$ cat src/inc/i2csa_pkg.sv
/*
 Constants and carrier types for the I2C slave address/receive block.
 Assumes a 200 MHz core clock and an open-drain bus resolved outside.
*/
// Summary of operation
// - SDA falling while SCL high is START
// - SDA rising while SCL high is STOP
// - SDA changes only while SCL low
// - Bus lines only pulled low or released
// - Slave overrides pin input when transmitting
// - Auto acknowledge and shift register to buffer on the same edge
// - Full or overflow: no ack, no load, irq
// - Buffer read clears full; overflow cleared by software
// - After START shift in eight bits
// - Sample data on SCL rising edge
// - Compare upper seven bits at eighth falling edge
// - Match: load, set full, ack, irq ninth fall
// - Ten-bit first byte is 11110 A9 A8 RW
// - High byte: set flags, hold SCL until reload
// - Low byte: set flags, hold until high reload
// - Ten-bit read after restart sets irq and full
// - Whole slave protocol in hardware, no general call
// - Standard mode up to 100 Kbps only
package i2csa_pkg;
  localparam int DATA_W = 8;
  localparam logic [4:0] TEN_BIT_PREFIX = 5'h1e;
  localparam logic [3:0] ACK_BIT_COUNT = 4'h8;
  localparam logic [3:0] LAST_BIT_COUNT = 4'h9;
  localparam logic [7:0] ADDR_RESET = 8'h00;
  localparam logic [7:0] BUF_RESET = 8'h00;
  localparam int CLK_PERIOD_PS = 5000;
  localparam int SCL_MIN_PHASE_NS = 4000;
  localparam int SCL_MIN_PHASE_CYC = (SCL_MIN_PHASE_NS * 1000 + CLK_PERIOD_PS - 1) / CLK_PERIOD_PS;

  typedef struct packed {
    logic buffer_full_flag;
    logic receive_overflow_flag;
    logic update_address_flag;
    logic read_write;
    logic start_seen;
    logic stop_seen;
  } i2csa_status_t;

  typedef struct packed {
    logic scl_oe_n;
    logic sda_oe_n;
  } i2csa_drive_t;

  typedef enum logic [4:0] {
    ST_IDLE = 5'h01,
    ST_ADDR = 5'h02,
    ST_ADDR_LOW = 5'h04,
    ST_RECV = 5'h08,
    ST_XMIT = 5'h10
  } i2csa_state_t;
endpackage

$ cat src/core/i2csa_core.sv
/*
 I2C slave: START/STOP detection, byte shifting, 7/10-bit address match,
 automatic acknowledge, receive buffer and status flags.
 Assumes SCL and SDA inputs are asynchronous pins; outputs are open-drain
 enables, low to pull the line low.
*/
`timescale 1ns/1ps
module i2csa_core
  import i2csa_pkg::*;
#(
  parameter int WIDTH = DATA_W
)
(
  input wire logic clk_i,
  input wire logic reset_n_i,
  input wire logic clk_en_i,
  input wire logic enable_i,
  input wire logic ten_bit_mode_i,
  input wire logic scl_i,
  input wire logic sda_i,
  output logic scl_o,
  output logic scl_oe_n_o,
  output logic sda_o,
  output logic sda_oe_n_o,
  input wire logic [WIDTH-1:0] slave_address_wr_data_i,
  input wire logic slave_address_wr_i,
  input wire logic [WIDTH-1:0] transmit_data_i,
  input wire logic transmit_load_i,
  input wire logic receive_buffer_rd_i,
  input wire logic overflow_clear_i,
  input wire logic irq_clear_i,
  output logic [WIDTH-1:0] receive_buffer_o,
  output logic [WIDTH-1:0] slave_address_o,
  output i2csa_pkg::i2csa_status_t serial_status_o,
  output logic serial_irq_flag_o
);
  import i2csa_pkg::*;

  logic [1:0] scl_sync_reg;
  logic [1:0] sda_sync_reg;
  logic scl_prev_reg;
  logic sda_prev_reg;
  logic scl_rise;
  logic scl_fall;
  logic start_det;
  logic stop_det;
  i2csa_state_t state_reg;
  logic [WIDTH-1:0] serial_shift_reg;
  logic [WIDTH-1:0] receive_buffer_reg;
  logic [WIDTH-1:0] slave_address_reg;
  logic [WIDTH-1:0] tx_shift_reg;
  logic [3:0] bit_cnt_reg;
  logic buffer_full_flag_reg;
  logic receive_overflow_flag_reg;
  logic update_address_flag_reg;
  logic serial_irq_flag_reg;
  logic read_write_reg;
  logic start_seen_reg;
  logic stop_seen_reg;
  logic ack_drive_reg;
  logic tx_drive_reg;
  logic hold_scl_reg;
  logic high_matched_reg;
  logic tx_pending_reg;
  logic byte_done;
  logic addr_match7;
  logic addr_match_hi;
  logic addr_match_lo;
  logic can_accept;
  logic accept_byte;
  logic ack_phase_end;

  // Two-stage synchronisers for the bus pins
  always_ff @(posedge clk_i or negedge reset_n_i)
  begin
    if (!reset_n_i)
    begin
      scl_sync_reg <= 2'h3;
      sda_sync_reg <= 2'h3;
      scl_prev_reg <= 1'b1;
      sda_prev_reg <= 1'b1;
    end
    else if (clk_en_i)
    begin
      scl_sync_reg <= {scl_sync_reg[0], scl_i};
      sda_sync_reg <= {sda_sync_reg[0], sda_i};
      scl_prev_reg <= scl_sync_reg[1];
      sda_prev_reg <= sda_sync_reg[1];
    end
  end

  assign scl_rise = scl_sync_reg[1] && !scl_prev_reg;
  assign scl_fall = !scl_sync_reg[1] && scl_prev_reg;
  assign start_det = enable_i && scl_sync_reg[1] && scl_prev_reg && sda_prev_reg && !sda_sync_reg[1];
  assign stop_det = enable_i && scl_sync_reg[1] && scl_prev_reg && !sda_prev_reg && sda_sync_reg[1];

  // Eighth falling edge ends the byte, ninth ends acknowledge
  assign byte_done = scl_fall && (bit_cnt_reg == ACK_BIT_COUNT);
  assign ack_phase_end = scl_fall && (bit_cnt_reg == LAST_BIT_COUNT);
  assign addr_match7 = (serial_shift_reg[7:1] == slave_address_reg[7:1]);
  assign addr_match_hi = (serial_shift_reg[7:3] == TEN_BIT_PREFIX)
    && (serial_shift_reg[2:1] == slave_address_reg[2:1]);
  assign addr_match_lo = (serial_shift_reg == slave_address_reg);
  assign can_accept = !buffer_full_flag_reg && !receive_overflow_flag_reg;
  // General call is not decoded separately; address 0 matches only when slave_address_reg[7:1] is zero
  always_comb
  begin
    accept_byte = 1'b0;
    unique case (state_reg)
      ST_IDLE: accept_byte = 1'b0;
      ST_ADDR:
      begin
        if (ten_bit_mode_i)
          accept_byte = addr_match_hi && (!serial_shift_reg[0] || high_matched_reg);
        else
          accept_byte = addr_match7;
      end
      ST_ADDR_LOW: accept_byte = addr_match_lo;
      ST_RECV: accept_byte = 1'b1;
      ST_XMIT: accept_byte = 1'b0;
    endcase
  end

  // Bit counter and shift register
  always_ff @(posedge clk_i or negedge reset_n_i)
  begin
    if (!reset_n_i)
    begin
      bit_cnt_reg <= 4'h0;
      serial_shift_reg <= BUF_RESET;
    end
    else if (clk_en_i)
    begin
      if (start_det)
        bit_cnt_reg <= 4'h0;
      else if (scl_rise && bit_cnt_reg < LAST_BIT_COUNT)
      begin
        serial_shift_reg <= {serial_shift_reg[WIDTH-2:0], sda_sync_reg[1]};
      end
      else if (scl_fall)
        bit_cnt_reg <= (bit_cnt_reg == LAST_BIT_COUNT) ? 4'h1 : bit_cnt_reg + 4'h1;
    end
  end

  // Protocol state
  always_ff @(posedge clk_i or negedge reset_n_i)
  begin
    if (!reset_n_i)
    begin
      state_reg <= ST_IDLE;
      read_write_reg <= 1'b0;
      high_matched_reg <= 1'b0;
    end
    else if (clk_en_i)
    begin
      if (!enable_i || stop_det)
      begin
        state_reg <= ST_IDLE;
        if (!enable_i)
          high_matched_reg <= 1'b0;
      end
      else if (start_det)
        state_reg <= ST_ADDR;
      else if (byte_done)
      begin
        unique case (state_reg)
          ST_IDLE: state_reg <= ST_IDLE;
          ST_ADDR:
          begin
            read_write_reg <= serial_shift_reg[0];
            if (!accept_byte)
            begin
              state_reg <= ST_IDLE;
              high_matched_reg <= 1'b0;
            end
            else if (serial_shift_reg[0])
              state_reg <= ST_XMIT;
            else if (ten_bit_mode_i)
              state_reg <= ST_ADDR_LOW;
            else
              state_reg <= ST_RECV;
          end
          ST_ADDR_LOW:
          begin
            high_matched_reg <= accept_byte;
            state_reg <= accept_byte ? ST_RECV : ST_IDLE;
          end
          ST_RECV: state_reg <= ST_RECV;
          ST_XMIT: state_reg <= ST_XMIT;
        endcase
      end
      else if (ack_phase_end && state_reg == ST_XMIT && sda_sync_reg[1])
        state_reg <= ST_IDLE;
    end
  end

  // Receive buffer, flags and acknowledge
  always_ff @(posedge clk_i or negedge reset_n_i)
  begin
    if (!reset_n_i)
    begin
      receive_buffer_reg <= BUF_RESET;
      buffer_full_flag_reg <= 1'b0;
      receive_overflow_flag_reg <= 1'b0;
      serial_irq_flag_reg <= 1'b0;
      update_address_flag_reg <= 1'b0;
      ack_drive_reg <= 1'b0;
      slave_address_reg <= ADDR_RESET;
    end
    else if (clk_en_i)
    begin
      if (receive_buffer_rd_i)
        buffer_full_flag_reg <= 1'b0;
      if (overflow_clear_i)
        receive_overflow_flag_reg <= 1'b0;
      if (irq_clear_i)
        serial_irq_flag_reg <= 1'b0;
      if (slave_address_wr_i)
      begin
        slave_address_reg <= slave_address_wr_data_i;
        update_address_flag_reg <= 1'b0;
      end
      if (byte_done && accept_byte)
      begin
        if (can_accept)
        begin
          receive_buffer_reg <= serial_shift_reg;
          buffer_full_flag_reg <= 1'b1;
          ack_drive_reg <= !(state_reg == ST_XMIT);
          if (ten_bit_mode_i && ((state_reg == ST_ADDR && !serial_shift_reg[0])
            || state_reg == ST_ADDR_LOW))
          begin
            update_address_flag_reg <= 1'b1;
          end
        end
        else if (state_reg == ST_RECV)
          receive_overflow_flag_reg <= 1'b1;
      end
      if (ack_phase_end)
      begin
        ack_drive_reg <= 1'b0;
        if (state_reg != ST_IDLE || ack_drive_reg)
          serial_irq_flag_reg <= 1'b1;
      end
      if (start_det || stop_det)
        ack_drive_reg <= 1'b0;
      if (!enable_i)
        ack_drive_reg <= 1'b0;
    end
  end

  // Clock held from the ninth fall, so ack and irq complete first
  always_ff @(posedge clk_i or negedge reset_n_i)
  begin
    if (!reset_n_i)
    begin
      hold_scl_reg <= 1'b0;
    end
    else if (clk_en_i)
    begin
      if (slave_address_wr_i || !enable_i)
        hold_scl_reg <= 1'b0;
      else if (ack_phase_end && update_address_flag_reg)
        hold_scl_reg <= 1'b1;
    end
  end

  // Transmit shifter, sets SDA drive on SCL falling edges and holds it through SCL high
  always_ff @(posedge clk_i or negedge reset_n_i)
  begin
    if (!reset_n_i)
    begin
      tx_shift_reg <= BUF_RESET;
      tx_drive_reg <= 1'b0;
      tx_pending_reg <= 1'b0;
    end
    else if (clk_en_i)
    begin
      if (transmit_load_i)
      begin
        tx_shift_reg <= transmit_data_i;
        tx_pending_reg <= 1'b1;
      end
      else if (state_reg == ST_XMIT && scl_fall)
      begin
        if (ack_phase_end || byte_done)
          tx_drive_reg <= 1'b0;
        if (bit_cnt_reg == LAST_BIT_COUNT && tx_pending_reg)
        begin
          tx_drive_reg <= !tx_shift_reg[WIDTH-1];
          tx_pending_reg <= 1'b0;
        end
        else if (bit_cnt_reg < ACK_BIT_COUNT && bit_cnt_reg != 4'h0)
        begin
          tx_drive_reg <= !tx_shift_reg[WIDTH-2];
          tx_shift_reg <= {tx_shift_reg[WIDTH-2:0], 1'b0};
        end
      end
      if (state_reg != ST_XMIT)
        tx_drive_reg <= 1'b0;
    end
  end

  // START and STOP status bits
  always_ff @(posedge clk_i or negedge reset_n_i)
  begin
    if (!reset_n_i)
    begin
      start_seen_reg <= 1'b0;
      stop_seen_reg <= 1'b0;
    end
    else if (clk_en_i)
    begin
      if (start_det)
      begin
        start_seen_reg <= 1'b1;
        stop_seen_reg <= 1'b0;
      end
      else if (stop_det)
      begin
        stop_seen_reg <= 1'b1;
        start_seen_reg <= 1'b0;
      end
    end
  end

  // Open-drain outputs: only pull low or release
  assign scl_o = 1'b0;
  assign sda_o = 1'b0;
  assign scl_oe_n_o = !hold_scl_reg;
  assign sda_oe_n_o = !(ack_drive_reg || tx_drive_reg);
  assign receive_buffer_o = receive_buffer_reg;
  assign slave_address_o = slave_address_reg;
  assign serial_irq_flag_o = serial_irq_flag_reg;
  assign serial_status_o = '{buffer_full_flag: buffer_full_flag_reg,
    receive_overflow_flag: receive_overflow_flag_reg,
    update_address_flag: update_address_flag_reg,
    read_write: read_write_reg,
    start_seen: start_seen_reg,
    stop_seen: stop_seen_reg};
endmodule

$ cat config.mk
export PLATFORM = sky130hd
export DESIGN_NAME = i2csa_core
export DESIGN_NICKNAME = d
export VERILOG_FILES = /design/src/inc/i2csa_pkg.sv /design/src/core/i2csa_core.sv
export SDC_FILE = /design/constraint.sdc
export NUM_CORES = 1
export LEC_CHECK = 0
export BUFFER_PORTS_ARGS = -buffer_cell sky130_fd_sc_hd__buf_4
export CAP_MARGIN = 20
export CORE_MARGIN = 4
export CORE_UTILIZATION = 31
export DETAILED_ROUTE_END_ITERATION = 12
export SLEW_MARGIN = 20
export SYNTH_ARGS = -nofsm -noshare
export SYNTH_HDL_FRONTEND = slang
export SYNTH_SLANG_ARGS = --single-unit
$ cat constraint.sdc
create_clock -name clk_i -period 2.7 [get_ports clk_i]
set_clock_uncertainty 0.15 [all_clocks]
set_input_delay 0.27 -clock clk_i [delete_from_list [all_inputs] [get_ports clk_i]]
set_output_delay 0.27 -clock clk_i [all_outputs]
set_load 0.03 [all_outputs]
Word-level counts from Yosys, hierarchy flattened
Index checks and enable logic that the tools add are counted.
{"block": "op_classes", "addsub": 1, "order_cmp": 2, "n_eq_ne": 21, "muxes": 59, "n_bitwise": 2, "reduce_logical": 70}
{"operator": "1-bit 2-to-1 mux", "count": 40}
{"operator": "8-bit 2-to-1 mux", "count": 4}
{"operator": "5-bit 2-to-1 mux", "count": 6}
{"operator": "5-bit case mux with 5 select lines", "count": 1}
{"operator": "4-bit 2-to-1 mux", "count": 6}
{"operator": "1-bit logical AND", "count": 23}
{"operator": "2-bit nonzero test", "count": 8}
{"operator": "3-bit AND reduction", "count": 5}
{"operator": "1-bit logical NOT", "count": 13}
{"operator": "4-bit nonzero test", "count": 3}
{"operator": "5-bit == test, second input constant", "count": 2}
{"operator": "4-bit == test, second input constant", "count": 2}
{"operator": "8-bit == test", "count": 1}
{"operator": "1-bit logical OR", "count": 8}
{"operator": "4-bit < comparator, second input constant", "count": 2}
{"operator": "4-bit by 1-bit != test with 1-bit output, second input constant", "count": 2}
{"operator": "2-bit AND reduction", "count": 4}
{"operator": "4-bit AND reduction", "count": 2}
{"operator": "7-bit == test", "count": 1}
{"operator": "2-bit != test, second input constant", "count": 3}
{"operator": "6-bit AND reduction", "count": 1}
{"operator": "5-bit by 1-bit == test with 1-bit output, second input constant", "count": 1}
{"operator": "5-bit by 2-bit == test with 1-bit output, second input constant", "count": 1}
{"operator": "5-bit by 3-bit == test with 1-bit output, second input constant", "count": 1}
{"operator": "other kinds (13)", "count": 15}
{"block": "totals", "reg_bits": 59, "input_bits": 28, "output_inout_bits": 27, "word_cells": 177}

Logic depth before layout (Yosys ltp)
Gate-level depths: netlist (run 1).
{"block": "logic_depth", "depth_word": 10, "mapped_depth": 7, "ltp_nobuf": 5}

Least setup slack after synthesis (run 1)
No wires, ideal clock.
{"block": "synth_path", "path_type": "flip-flop to flip-flop", "startpoint": "reg state_reg[2]", "endpoint": "reg tx_shift_reg[1]", "setup_ns": 0.125, "t_arrival_ns": 1.793, "required_ns": 2.425, "slack_ns": 0.632, "stages_incl_launch_ff": 7, "path_buffers": 1, "synth_period_minus_slack_ns": 2.068, "cell_sequence": "dfrtp_1 -> or3_1 -> or2_4 -> nor4_1 -> o21a_1 -> buf_4 -> mux2_2"}
{"block": "synth_via", "elab_chain_len": 4}
{"item": "from (decl)", "line": "i2csa_core.sv:47", "text": "i2csa_state_t state_reg;"}
{"item": "from (signal assigned)", "line": "i2csa_core.sv:186", "text": "state_reg <= accept_byte ? ST_RECV : ST_IDLE;"}
{"item": "5-bit == test", "line": "i2csa_core.sv:284", "text": "else if (state_reg == ST_XMIT && scl_fall)"}
{"item": "1-bit logical AND", "line": "i2csa_core.sv:284"}
{"item": "2-bit nonzero test (no line)"}
{"item": "4-bit AND reduction (no line)"}
{"item": "to (signal assigned)", "line": "i2csa_core.sv:281", "text": "tx_shift_reg <= transmit_data_i;"}
{"item": "to (signal assigned)", "line": "i2csa_core.sv:296", "text": "tx_shift_reg <= {tx_shift_reg[WIDTH-2:0], 1'b0};"}
{"item": "to (decl)", "line": "i2csa_core.sv:51", "text": "logic [WIDTH-1:0] tx_shift_reg;"}
Every way passes these cells.
A chain may end at the register's enable or synchronous reset.

Worst setup path in the final report (run 1)
{"block": "layout_path", "startpoint": "reg state_reg[1]", "endpoint": "reg tx_shift_reg[6]"}
The elaborated chain is that of the path after synthesis.

==> impl_results.md, run 1 <==
* Synth Register Bits at 59
* CP arrival at 2.49 ns
* IO buf count at 52
* Worst-margin pin slew at 0.742 ns
* Initial Util at 32.3%
* Finished Core Util at 40.0%
* Routed WL at 7.25 mm
* Pin count of the biggest net entering global routing at 60
* P_leak at 1.68 nW
* Min-Delay Path Class: in -> reg
* Clock sinks at 59
* Slew margin rel. at 50.6%
* Total core area at 9910 µm²
* Placed cell area at 3640 µm²
* CTS Buf Count at 9
* Finished Cell Area at 3960 µm²
* GRT Util Overall at 13.0%
* Top-level I/O count at 55
* Share of power burned in combinational logic at 23.0%
* Pins over their slew limit at 0
* Critical path endpoint category: flip-flop
* Number of max-cap violations at 0
* First-pass GRT wire length at 11.9 mm
* Final GP Congestion at 0.916
* Iteration-0 DRC Markers at 205
* Setup TNS at 0 ns
* Number of H-tree levels at 3
* Synth Warn # at 0
* Root Driver: clkbuf_8
* Chip width at 110 µm
* Worst-path cell chain: or3_1 > or2_4 > nor4_1 > o21a_1 > mux2_2
* Setup violators final at 0
* Area growth, synth to finish at 23.6%
* Shortest period the worst path allows at 2.41 ns
* Finished Layout Cells at 490
* EDFF count, synth at 0
* Register area share after synthesis at 46.3%
* DP HPWL at 5.11 mm
* Clock Latency Late Sink at 0.35 ns
* Crit Path Category: reg -> reg
* # rows at 36
* Req. time, crit path at 2.78 ns
* Crit path launch type: flip-flop
* CTS tree: built
* Post-cts resize count at 0
* DRC Markers at 0
* Antenna Violating Nets Remaining at 0
* Synth Area per Inst at 10.8 µm²
* Switching Share at 31.6%
* Tcrit/Tclk final at 89.2%
* Asr flop ratio synth at 100%
* Cell Area, Synth at 3200 µm²
* Hold Vio Cnt, Final at 0
* Inst Count DP at 463
* Vias in the first global route at 2,303
* Syn Inst Count at 298
* Primary FF master, synth: dfrtp_1
* Distinct cells, synth at 53
* Peak per-stage delay on the critical path at 0.50 ns
* Max clock buf depth at 2
* WL/cell at 14.8 µm
* Layout cells sized above 1 at 36.1%
* Initial antenna violation count at 0
* Outcome: finished, final reports clean
* Antenna cells at 0
* Via count at 2,414
* Flop pwr share at 45.4%
* NetSw at 870 µW
* Power Density at 694 nW/µm²
* Die area at 12,000 µm²
* Die height at 110 µm
* Clock power share at 31.6%
* RSZ-0062 raised after global routing: no
* DR pass1 iterations at 4
* Slowest stage cell, crit path: dfrtp_1
* Pint at 1.88 mW
* CTS Hold Bufs at 11
* Max Clock Freq at 415 MHz
* Vias/cell at 4.93
* Crit-path max FO at 11
* VDD IR max at 0.000227 V
* Post-CTS Setup Bufs at 0
* Clock Pin Slew Worst Setup and Hold Paths at 0.07 ns
* Global route overflow at 0
* Final Net Count at 380
==> area by class of cell <==
class | instances | area, µm²
flip-flops and latches | 59 | 1490
inverters | 9 | 33.8
fillers | 996 | 5950
multi-input cells | 207 | 1540
clock inverters | 5 | 77.6
clock buffers | 11 | 131
repair buffers | 66 | 523
well taps | 133 | 166
==> power by group through the flow <==
stage                     sequential [mW]  clock, mW  combinational [mW]
after global routing                 1.28      0.939               0.695
final                                1.25      0.868               0.633
after CTS                            1.25      0.899               0.638
after global placement               1.26          0               0.612
after floorplan                      1.18          0               0.511
after detailed placement             1.27          0               0.622
==> cells by family (layout without fill, tap and decap cells) <==
family                 count (synthesis)  after routing  synth area share [%]
AO/OA/AOI/OAI                         62             62                  13.8
buffers and inverters                 33             91                  5.58
flip-flops                            59             59                  46.3
multiplexers                          41             41                  14.4
XOR/XNOR                              13             13                  3.55
other                                  1              2                 0.117
AND/OR/NAND/NOR                       89             89                  16.2
==> Yosys cell counts (3+ instances only) <==
| library cell | n | area (µm²) |
|---|---|---|
| nor2b_1 | 3 | 18.8 |
| xnor2_1 | 9 | 78.8 |
| dfrtp_1 | 52 | 1300 |
| buf_2 | 5 | 25.0 |
| nor3_1 | 5 | 25.0 |
| a21oi_1 | 10 | 50.1 |
| mux2_2 | 41 | 462 |
| clkbuf_1 | 6 | 22.5 |
| nand2_1 | 25 | 93.8 |
| nand4_1 | 5 | 31.3 |
| nand2b_1 | 6 | 37.5 |
| nor4_1 | 4 | 25.0 |
| nor2_1 | 15 | 56.3 |
| o21ai_0 | 24 | 120 |
| dfstp_2 | 7 | 184 |
| xor2_1 | 4 | 35.0 |
| nand3_1 | 6 | 30.0 |
| buf_4 | 9 | 67.6 |
| o31ai_1 | 5 | 37.5 |
| inv_1 | 9 | 33.8 |
| o211ai_1 | 4 | 30.0 |
==> worst paths after layout <==
kind | startpoint | end | slack, ns | cells past startpoint
setup / recovery | state_reg[1]$_DFFE_PN0P_ | tx_shift_reg[6]$_DFFE_PN0P_ | 0.29 | 5
hold / removal | transmit_data_i[0] | tx_shift_reg[0]$_DFFE_PN0P_ | 0.03 | 3
setup reg to reg | state_reg[1]$_DFFE_PN0P_ | tx_shift_reg[6]$_DFFE_PN0P_ | 0.29 | 5
hold reg to reg | tx_drive_reg$_DFFE_PN0P_ | tx_drive_reg$_DFFE_PN0P_ | 0.33 | 2
max in group asynchronous | reset_n_i | bit_cnt_reg[1]$_DFFE_PN0P_ | 1.52 | 2
min in group asynchronous | reset_n_i | slave_address_o[2]$_DFFE_PN0P_ | 0.38 | 2
==> per-stage QoR <==
| stage | power (mW) | setup slack [ns] | hold WS, ns |
|---|---|---|---|
| 2_1_floorplan | 1.70 | 0.632 | -0.176 |
| 3_3_place_gp | 1.87 | 0.339 | 0.249 |
| 5_1_grt | 2.92 | 0.171 | 0.00727 |
| 6_report | 2.75 | 0.291 | 0.0258 |
| 3_5_place_dp | 1.89 | 0.286 | 0.243 |
| 4_1_cts | 2.79 | 0.280 | 0.00591 |
==> metal layers <==
| metal | share of wire (%) | routed length [µm] | GRT usage, % |
|---|---|---|---|
| met1 | 47 | 3370 | 18.0 |
| met2 | 46 | 3330 | 19.0 |
| met3 | 5.1 | 370 | 2.64 |
| met4 | 2.5 | 178 | 7.03 |
| met5 | 0 | 0 | 0 |
==> worst max-delay path, delay by kind of cell, from the launching register on <==
family             cells  cell delay, ns
DFF                    1            0.50
AOI/OAI and AO/OA      1            0.34
muxes                  1            0.37
and+or+nand+nor        3            0.93
==> cell usage in the layout (no fill, tap or decap), types with 3 or more instances in the layout <==
cell type      count
o21ai_0           24
nor2_1            15
dfstp_2            7
mux2_2            41
nand2_1           25
o211ai_1           4
dfrtp_1           52
inv_1              9
nor2b_1            3
nand3_1            6
xor2_1             4
nand4_1            5
buf_4             55
clkbuf_8           9
dlygate4sd3_1     11
nor3_1             5
a21oi_1           10
nor4_1             4
o31ai_1            5
xnor2_1            9
nand2b_1           6
Note: power is estimated with default switching activity, not from simulation.
==> inputs of run 2 (changes only) <==
- CTS_BUF_LIST: unset -> sky130_fd_sc_hd__clkbuf_8
==> impl_results.md, run 2 (synthesis gave the netlist of run 1 again) <==
* DRC Markers at 0 (unchanged)
* Shortest period the worst path allows at 2.40 ns (was 2.41 ns)
* Initial antenna violation count at 0 (unchanged)
* Antenna Violating Nets Remaining at 0 (unchanged)
* # rows at 36 (unchanged)
* P_leak at 1.68 nW (about the same)
* Share of power burned in combinational logic at 23.1% (was 23.0%)
* Pint at 1.87 mW (was 1.88 mW)
* Switching Share at 31.8% (was 31.6%)
* CTS Buf Count at 9 (unchanged)
* Crit path launch type: flip-flop (unchanged)
* Worst-margin pin slew at 0.738 ns (was 0.742 ns)
* Routed WL at 7.25 mm (about the same)
* Area growth, synth to finish at 23.6% (unchanged)
* Power Density at 693 nW/µm² (was 694 nW/µm²)
* Total core area at 9910 µm² (unchanged)
* R2R depth at 5 (unchanged)
* Layout cells sized above 1 at 36.1% (unchanged)
* IO buf count at 52 (unchanged)
* Most frequent cells in the layout: buf_4 (55), dfrtp_1 (52), mux2_2 (41), nand2_1 (25), o21ai_0 (24) (unchanged)
* Final WS setup at 0.297 ns (was 0.291 ns)
* GRT Util Overall at 13.0% (about the same)
* NetSw at 873 µW (was 870 µW)
* Antenna cells at 0 (unchanged)
* DR pass1 iterations at 4 (unchanged)
* Tcrit/Tclk final at 89.0% (was 89.2%)
* Setup violators final at 0 (unchanged)
* Die area at 12,000 µm² (unchanged)
* Tot Pwr at 2.75 mW (about the same)
* Iteration-0 DRC Markers at 161 (was 205)
* First-pass GRT wire length at 11.9 mm (about the same)
* Clock power share at 31.4% (was 31.6%)
* Hold Vio Cnt, Final at 0 (unchanged)
* Global route overflow at 0 (unchanged)
* Crit Path Category: reg -> reg (unchanged)
* Max Clock Freq at 416 MHz (was 415 MHz)
* Final GP Congestion at 0.916 (unchanged)
* Via count at 2,418 (was 2,414)
* Post-cts resize count at 0 (unchanged)
* CTS tree: built (unchanged)
* Crit-path max FO at 11 (unchanged)
* Chip width at 110 µm (unchanged)
* Finished Layout Cells at 490 (unchanged)
* Root Driver: clkbuf_8 (unchanged)
* CP arrival at 2.48 ns (was 2.49 ns)
* Min-Delay Path Class: in -> reg (unchanged)
* Vias in the first global route at 2,304 (was 2,303)
* Flop pwr share at 45.5% (was 45.4%)
* Max clock buf depth at 2 (unchanged)
* Number of max-cap violations at 0 (unchanged)
* Number of H-tree levels at 3 (unchanged)
* Pin count of the biggest net entering global routing at 60 (unchanged)
* Pre-CTS setup slack at 0.286 ns (unchanged)
* Most common cell after layout, fill and taps aside: buf_4 (unchanged)
* Clock sinks at 59 (unchanged)
* Hold depth at 3 (unchanged)
* VDD IR max at 0.000227 V (about the same)
* Setup TNS at 0 ns (unchanged)
* Die height at 110 µm (unchanged)
* RSZ-0062 raised after global routing: no (unchanged)
* DP HPWL at 5.11 mm (unchanged)
* Initial Util at 32.3% (unchanged)
* Top-level I/O count at 55 (unchanged)
* Final Net Count at 380 (unchanged)
* Vias/cell at 4.93 (about the same)
* Placed cell area at 3640 µm² (unchanged)
* Pins over their slew limit at 0 (unchanged)
* Clock Pin Slew Worst Setup and Hold Paths at 0.07 ns (about the same)
* Req. time, crit path at 2.78 ns (about the same)
* Outcome: finished, final reports clean (unchanged)
* Critical path endpoint category: flip-flop (unchanged)
* Clock Latency Late Sink at 0.35 ns (about the same)
* Slew margin rel. at 50.8% (was 50.6%)
* Finished Cell Area at 3960 µm² (unchanged)
* WL/cell at 14.8 µm (about the same)
* Inst Count DP at 463 (unchanged)
## run 2: cell types whose count changed in the layout (fill, tap and decap cells not counted), sizes merged
cell | previous run | this run
clkbuf | 11 | 9
inv | 9 | 11
## run 2: area by class of cell
cell class                 instances  area, µm²
fill                             996       5950
inverter                           9       33.8
clock buffer                       9        124
tap                              133        166
timing repair buffer              66        523
sequential                        59       1490
clock inverter                     7       85.1
multi-input combinational        207       1540
## run 2: timing repair
item,in CTS,in global routing
hold endpoints to repair,62,0
hold buffers,11,0
setup buffers,0,0
## run 2: through the flow
stage / hold slack [ns] / util, %
after detailed placement: 0.243 / 36.8
after global routing: 0.00727 / 40.0
after CTS: 0.00591 / 40.0
after floorplan: -0.176 / -
final: 0.0255 / 40.0
after global placement: 0.249 / 36.8
## run 2: worst paths after layout
kind | startpoint | to | slack, ns
worst min-delay path | transmit_data_i[0] | tx_shift_reg[0]$_DFFE_PN0P_ | 0.03
worst max register to register | state_reg[1]$_DFFE_PN0P_ | tx_shift_reg[6]$_DFFE_PN0P_ | 0.30
min in group asynchronous | reset_n_i | slave_address_o[2]$_DFFE_PN0P_ | 0.38
worst max-delay path | state_reg[1]$_DFFE_PN0P_ | tx_shift_reg[6]$_DFFE_PN0P_ | 0.30
worst min register to register | tx_drive_reg$_DFFE_PN0P_ | tx_drive_reg$_DFFE_PN0P_ | 0.33
max in group asynchronous | reset_n_i | bit_cnt_reg[1]$_DFFE_PN0P_ | 1.52
## run 2: critical path, stage by stage, from the launching register on
cell	delay (ns)
dfrtp_1	0.49
or3_1	0.45
or2_4	0.29
nor4_1	0.19
o21a_1	0.34
mux2_2	0.37
## run 2: power by group through the flow
stage	Clock (mW)	Combinational (mW)	Sequential (mW)
after floorplan	0	0.511	1.18
after global placement	0	0.612	1.26
after detailed placement	0	0.622	1.27
after CTS	0.891	0.638	1.25
after global routing	0.931	0.695	1.28
final	0.862	0.634	1.25
## run 2: routing by layer
metal / track usage, % / share of wire, % / up-vias
met1: 17.9 / 46 / 1167
li1: - / - / 1164
met2: 19.0 / 46 / 73
met4: 7.03 / 2.5 / 0
met3: 2.64 / 5.9 / 14
met5: 0 / 0 / -
==> inputs of run 3 (changes only) <==
- GPL_TIMING_DRIVEN: unset -> 0
- clock period: 2.7 -> 3.06 ns (I/O delays scaled with it)
==> impl_results.md, run 3 (synthesis gave the netlist of run 1 again) <==
* Max Clock Freq at 417 MHz (was 416 MHz)
* Clock Latency Late Sink at 0.34 ns (was 0.35 ns)
* IO buf count at 52 (unchanged)
* Global route overflow at 0 (unchanged)
* Number of max-cap violations at 0 (unchanged)
* Most frequent cells in the layout: buf_4 (61), dfrtp_1 (52), mux2_2 (41), nand2_1 (25), o21ai_0 (24) (was buf_4 (55), dfrtp_1 (52), mux2_2 (41), nand2_1 (25), o21ai_0 (24))
* Outcome: finished, final reports clean (unchanged)
* Die height at 110 µm (unchanged)
* Power Density at 602 nW/µm² (was 693 nW/µm²)
* First-pass GRT wire length at 12.1 mm (was 11.9 mm)
* WL/cell at 14.6 µm (was 14.8 µm)
* Tot Pwr at 2.39 mW (was 2.75 mW)
* DP HPWL at 5.36 mm (was 5.11 mm)
* Crit path launch type: flip-flop (unchanged)
* Clock Pin Slew Worst Setup and Hold Paths at 0.07 ns (about the same)
* Layout cells sized above 1 at 39.1% (was 36.1%)
* Setup crit start: sda_sync_reg[1]$_DFFE_PN1P_ (was state_reg[1]$_DFFE_PN0P_)
* Peak per-stage delay on the critical path at 0.71 ns (was 0.49 ns)
* Vias/cell at 4.91 (was 4.93)
* Via count at 2,459 (was 2,418)
* Clock sinks at 59 (unchanged)
* Slew margin rel. at 43.6% (was 50.8%)
* Crit-path max FO at 7 (was 11)
* Antenna Violating Nets Remaining at 0 (unchanged)
* Highest Signal Layer: met4 (unchanged)
* RSZ-0062 raised after global routing: no (unchanged)
* Number of H-tree levels at 3 (unchanged)
* Final hold slack at 0.0362 ns (was 0.0255 ns)
* Initial Util at 32.3% (unchanged)
* Final GP Congestion at 0.875 (was 0.916)
* Crit Path Category: reg -> reg (unchanged)
* Antenna cells at 0 (unchanged)
* Total core area at 9910 µm² (unchanged)
* Critical path's top delay family: compound AO/OA/AOI/OAI gates (was simple AND/OR/NAND/NOR gates)
* Max clock buf depth at 2 (unchanged)
* GRT Util Overall at 13.1% (was 13.0%)
* Shortest period the worst path allows at 2.40 ns (about the same)
* Final Net Count at 391 (was 380)
* Chip width at 110 µm (unchanged)
* Worst-path cell chain: xnor2_1 > o21ai_2 > o31ai_1 > nor2_1 > a21o_1 (was or3_1 > or2_4 > nor4_1 > o21a_1 > mux2_2)
* Tcrit/Tclk final at 78.5% (was 89.0%)
* Critical path endpoint category: flip-flop (unchanged)
* Setup TNS at 0 ns (unchanged)
* Pins over their slew limit at 0 (unchanged)
* Reg2reg start: sda_sync_reg[1]$_DFFE_PN1P_ (was state_reg[1]$_DFFE_PN0P_)
* VDD IR max at 0.000197 V (was 0.000227 V)
* Root Driver: clkbuf_8 (unchanged)
* Die area at 12,000 µm² (unchanged)
* Routed length on met3 at 226 µm (was 425 µm)
* Finished Core Util at 40.1% (was 40.0%)
* Vias in the first global route at 2,461 (was 2,304)
* R2R depth at 5 (unchanged)
* R2R Setup Slk at 0.66 ns (was 0.30 ns)
* Hold Path Sink: slave_address_o[5]$_DFFE_PN0P_ (was tx_shift_reg[0]$_DFFE_PN0P_)
* Area growth, synth to finish at 24.1% (was 23.6%)
* Hold depth at 2 (was 3)
* Hold Vio Cnt, Final at 0 (unchanged)
* Slowest stage cell, crit path: o31ai_1 (was dfrtp_1)
* Min-Delay Path Class: in -> reg (unchanged)
* Final WS setup at 0.659 ns (was 0.297 ns)
* Setup violators final at 0 (unchanged)
* Reg2reg end: state_reg[1]$_DFFE_PN0P_ (was tx_shift_reg[6]$_DFFE_PN0P_)
* Routed length on met2 at 3.41 mm (was 3.32 mm)
* Hold_sp: slave_address_wr_data_i[5] (was transmit_data_i[0])
* Top-level I/O count at 55 (unchanged)
* Worst-margin pin slew at 0.840 ns (was 0.738 ns)
* P_leak at 1.71 nW (was 1.68 nW)
* DR pass1 iterations at 4 (unchanged)
* CP arrival at 2.49 ns (was 2.48 ns)
* Initial antenna violation count at 0 (unchanged)
* # rows at 36 (unchanged)
* Req. time, crit path at 3.15 ns (was 2.78 ns)
* Most common cell after layout, fill and taps aside: buf_4 (unchanged)
* CTS Buf Count at 9 (unchanged)
* Iteration-0 DRC Markers at 158 (was 161)
* Buf+Inv Stages, Crit Path at 0 (unchanged)
* Pin count of the biggest net entering global routing at 60 (unchanged)
* DRC Markers at 0 (unchanged)
* Wl on met1 at 3.45 mm (was 3.33 mm)
* CTS tree: built (unchanged)
* Routed WL at 7.29 mm (was 7.25 mm)
* Pre-CTS setup slack at 0.720 ns (was 0.286 ns)
run 3: changes by cell type in the layout (fill, tap and decap cells not counted):
cell,change
buf_6,+2
inv_6,+1
buf_4,+6
clkbuf_1,+6
buf_2,+5
dlygate4sd3_1,-10
inv_1,-2
bufinv_16,-1
clkinvlp_4,+1
clkbuf_8,+1
buf_1,+2
run 3: where the power goes:
part	switching, mW	internal, mW
clock network	0.327	0.397
registers	0.112	0.914
logic	0.345	0.299
total	0.784	1.61
run 3: worst max-delay path by stage:
stage | to | cells past startpoint
global placement | state_reg[1]$_DFFE_PN0P_ | 5
CTS | state_reg[1]$_DFFE_PN0P_ | 5
global route | state_reg[1]$_DFFE_PN0P_ | 5
detailed placement | receive_buffer_o[7]$_DFFE_PN0P_ | 6
floorplan | tx_shift_reg[1]$_DFFE_PN0P_ | 6
finish | state_reg[1]$_DFFE_PN0P_ | 5
run 3: timing repair:
action                                 in CTS  in global routing
setup buffers                               0                  0
endpoints found under the hold margin      52                  0
hold buffers                                1                  0
resized for setup                           0                  0
setup endpoints to repair                   0                  0
run 3: cell type report:
class / count / area, µm²
Buffer: 24 / 145
Clock buffer: 10 / 138
Clock inverter: 6 / 63.8
Fill cell: 1016 / 5930
Inverter: 9 / 33.8
Multi-Input combinational cell: 207 / 1540
Sequential cell: 59 / 1490
Tap cell: 133 / 166
Timing Repair Buffer: 53 / 400
run 3: layer usage:
layer | GRT usage, % | vias to the layer above
met1 | 17.6 | 1204
li1 | - | 1192
met3 | 2.64 | 14
met5 | 0 | -
met4 | 6.68 | 0
met2 | 19.8 | 49
run 3: worst register-to-register path: cells and delay by family (launching register included):
kind / cells / cell delay (ns)
compound gates: 3 / 1.09
xor+xnor: 1 / 0.17
flops: 1 / 0.61
simple gates: 1 / 0.27
run 3: per-stage QoR:
stage,area (µm²),cells
floorplan,3210,299
global placement,3760,484
detailed placement,3760,484
CTS,3980,501
global route,3980,501
finish,3980,501
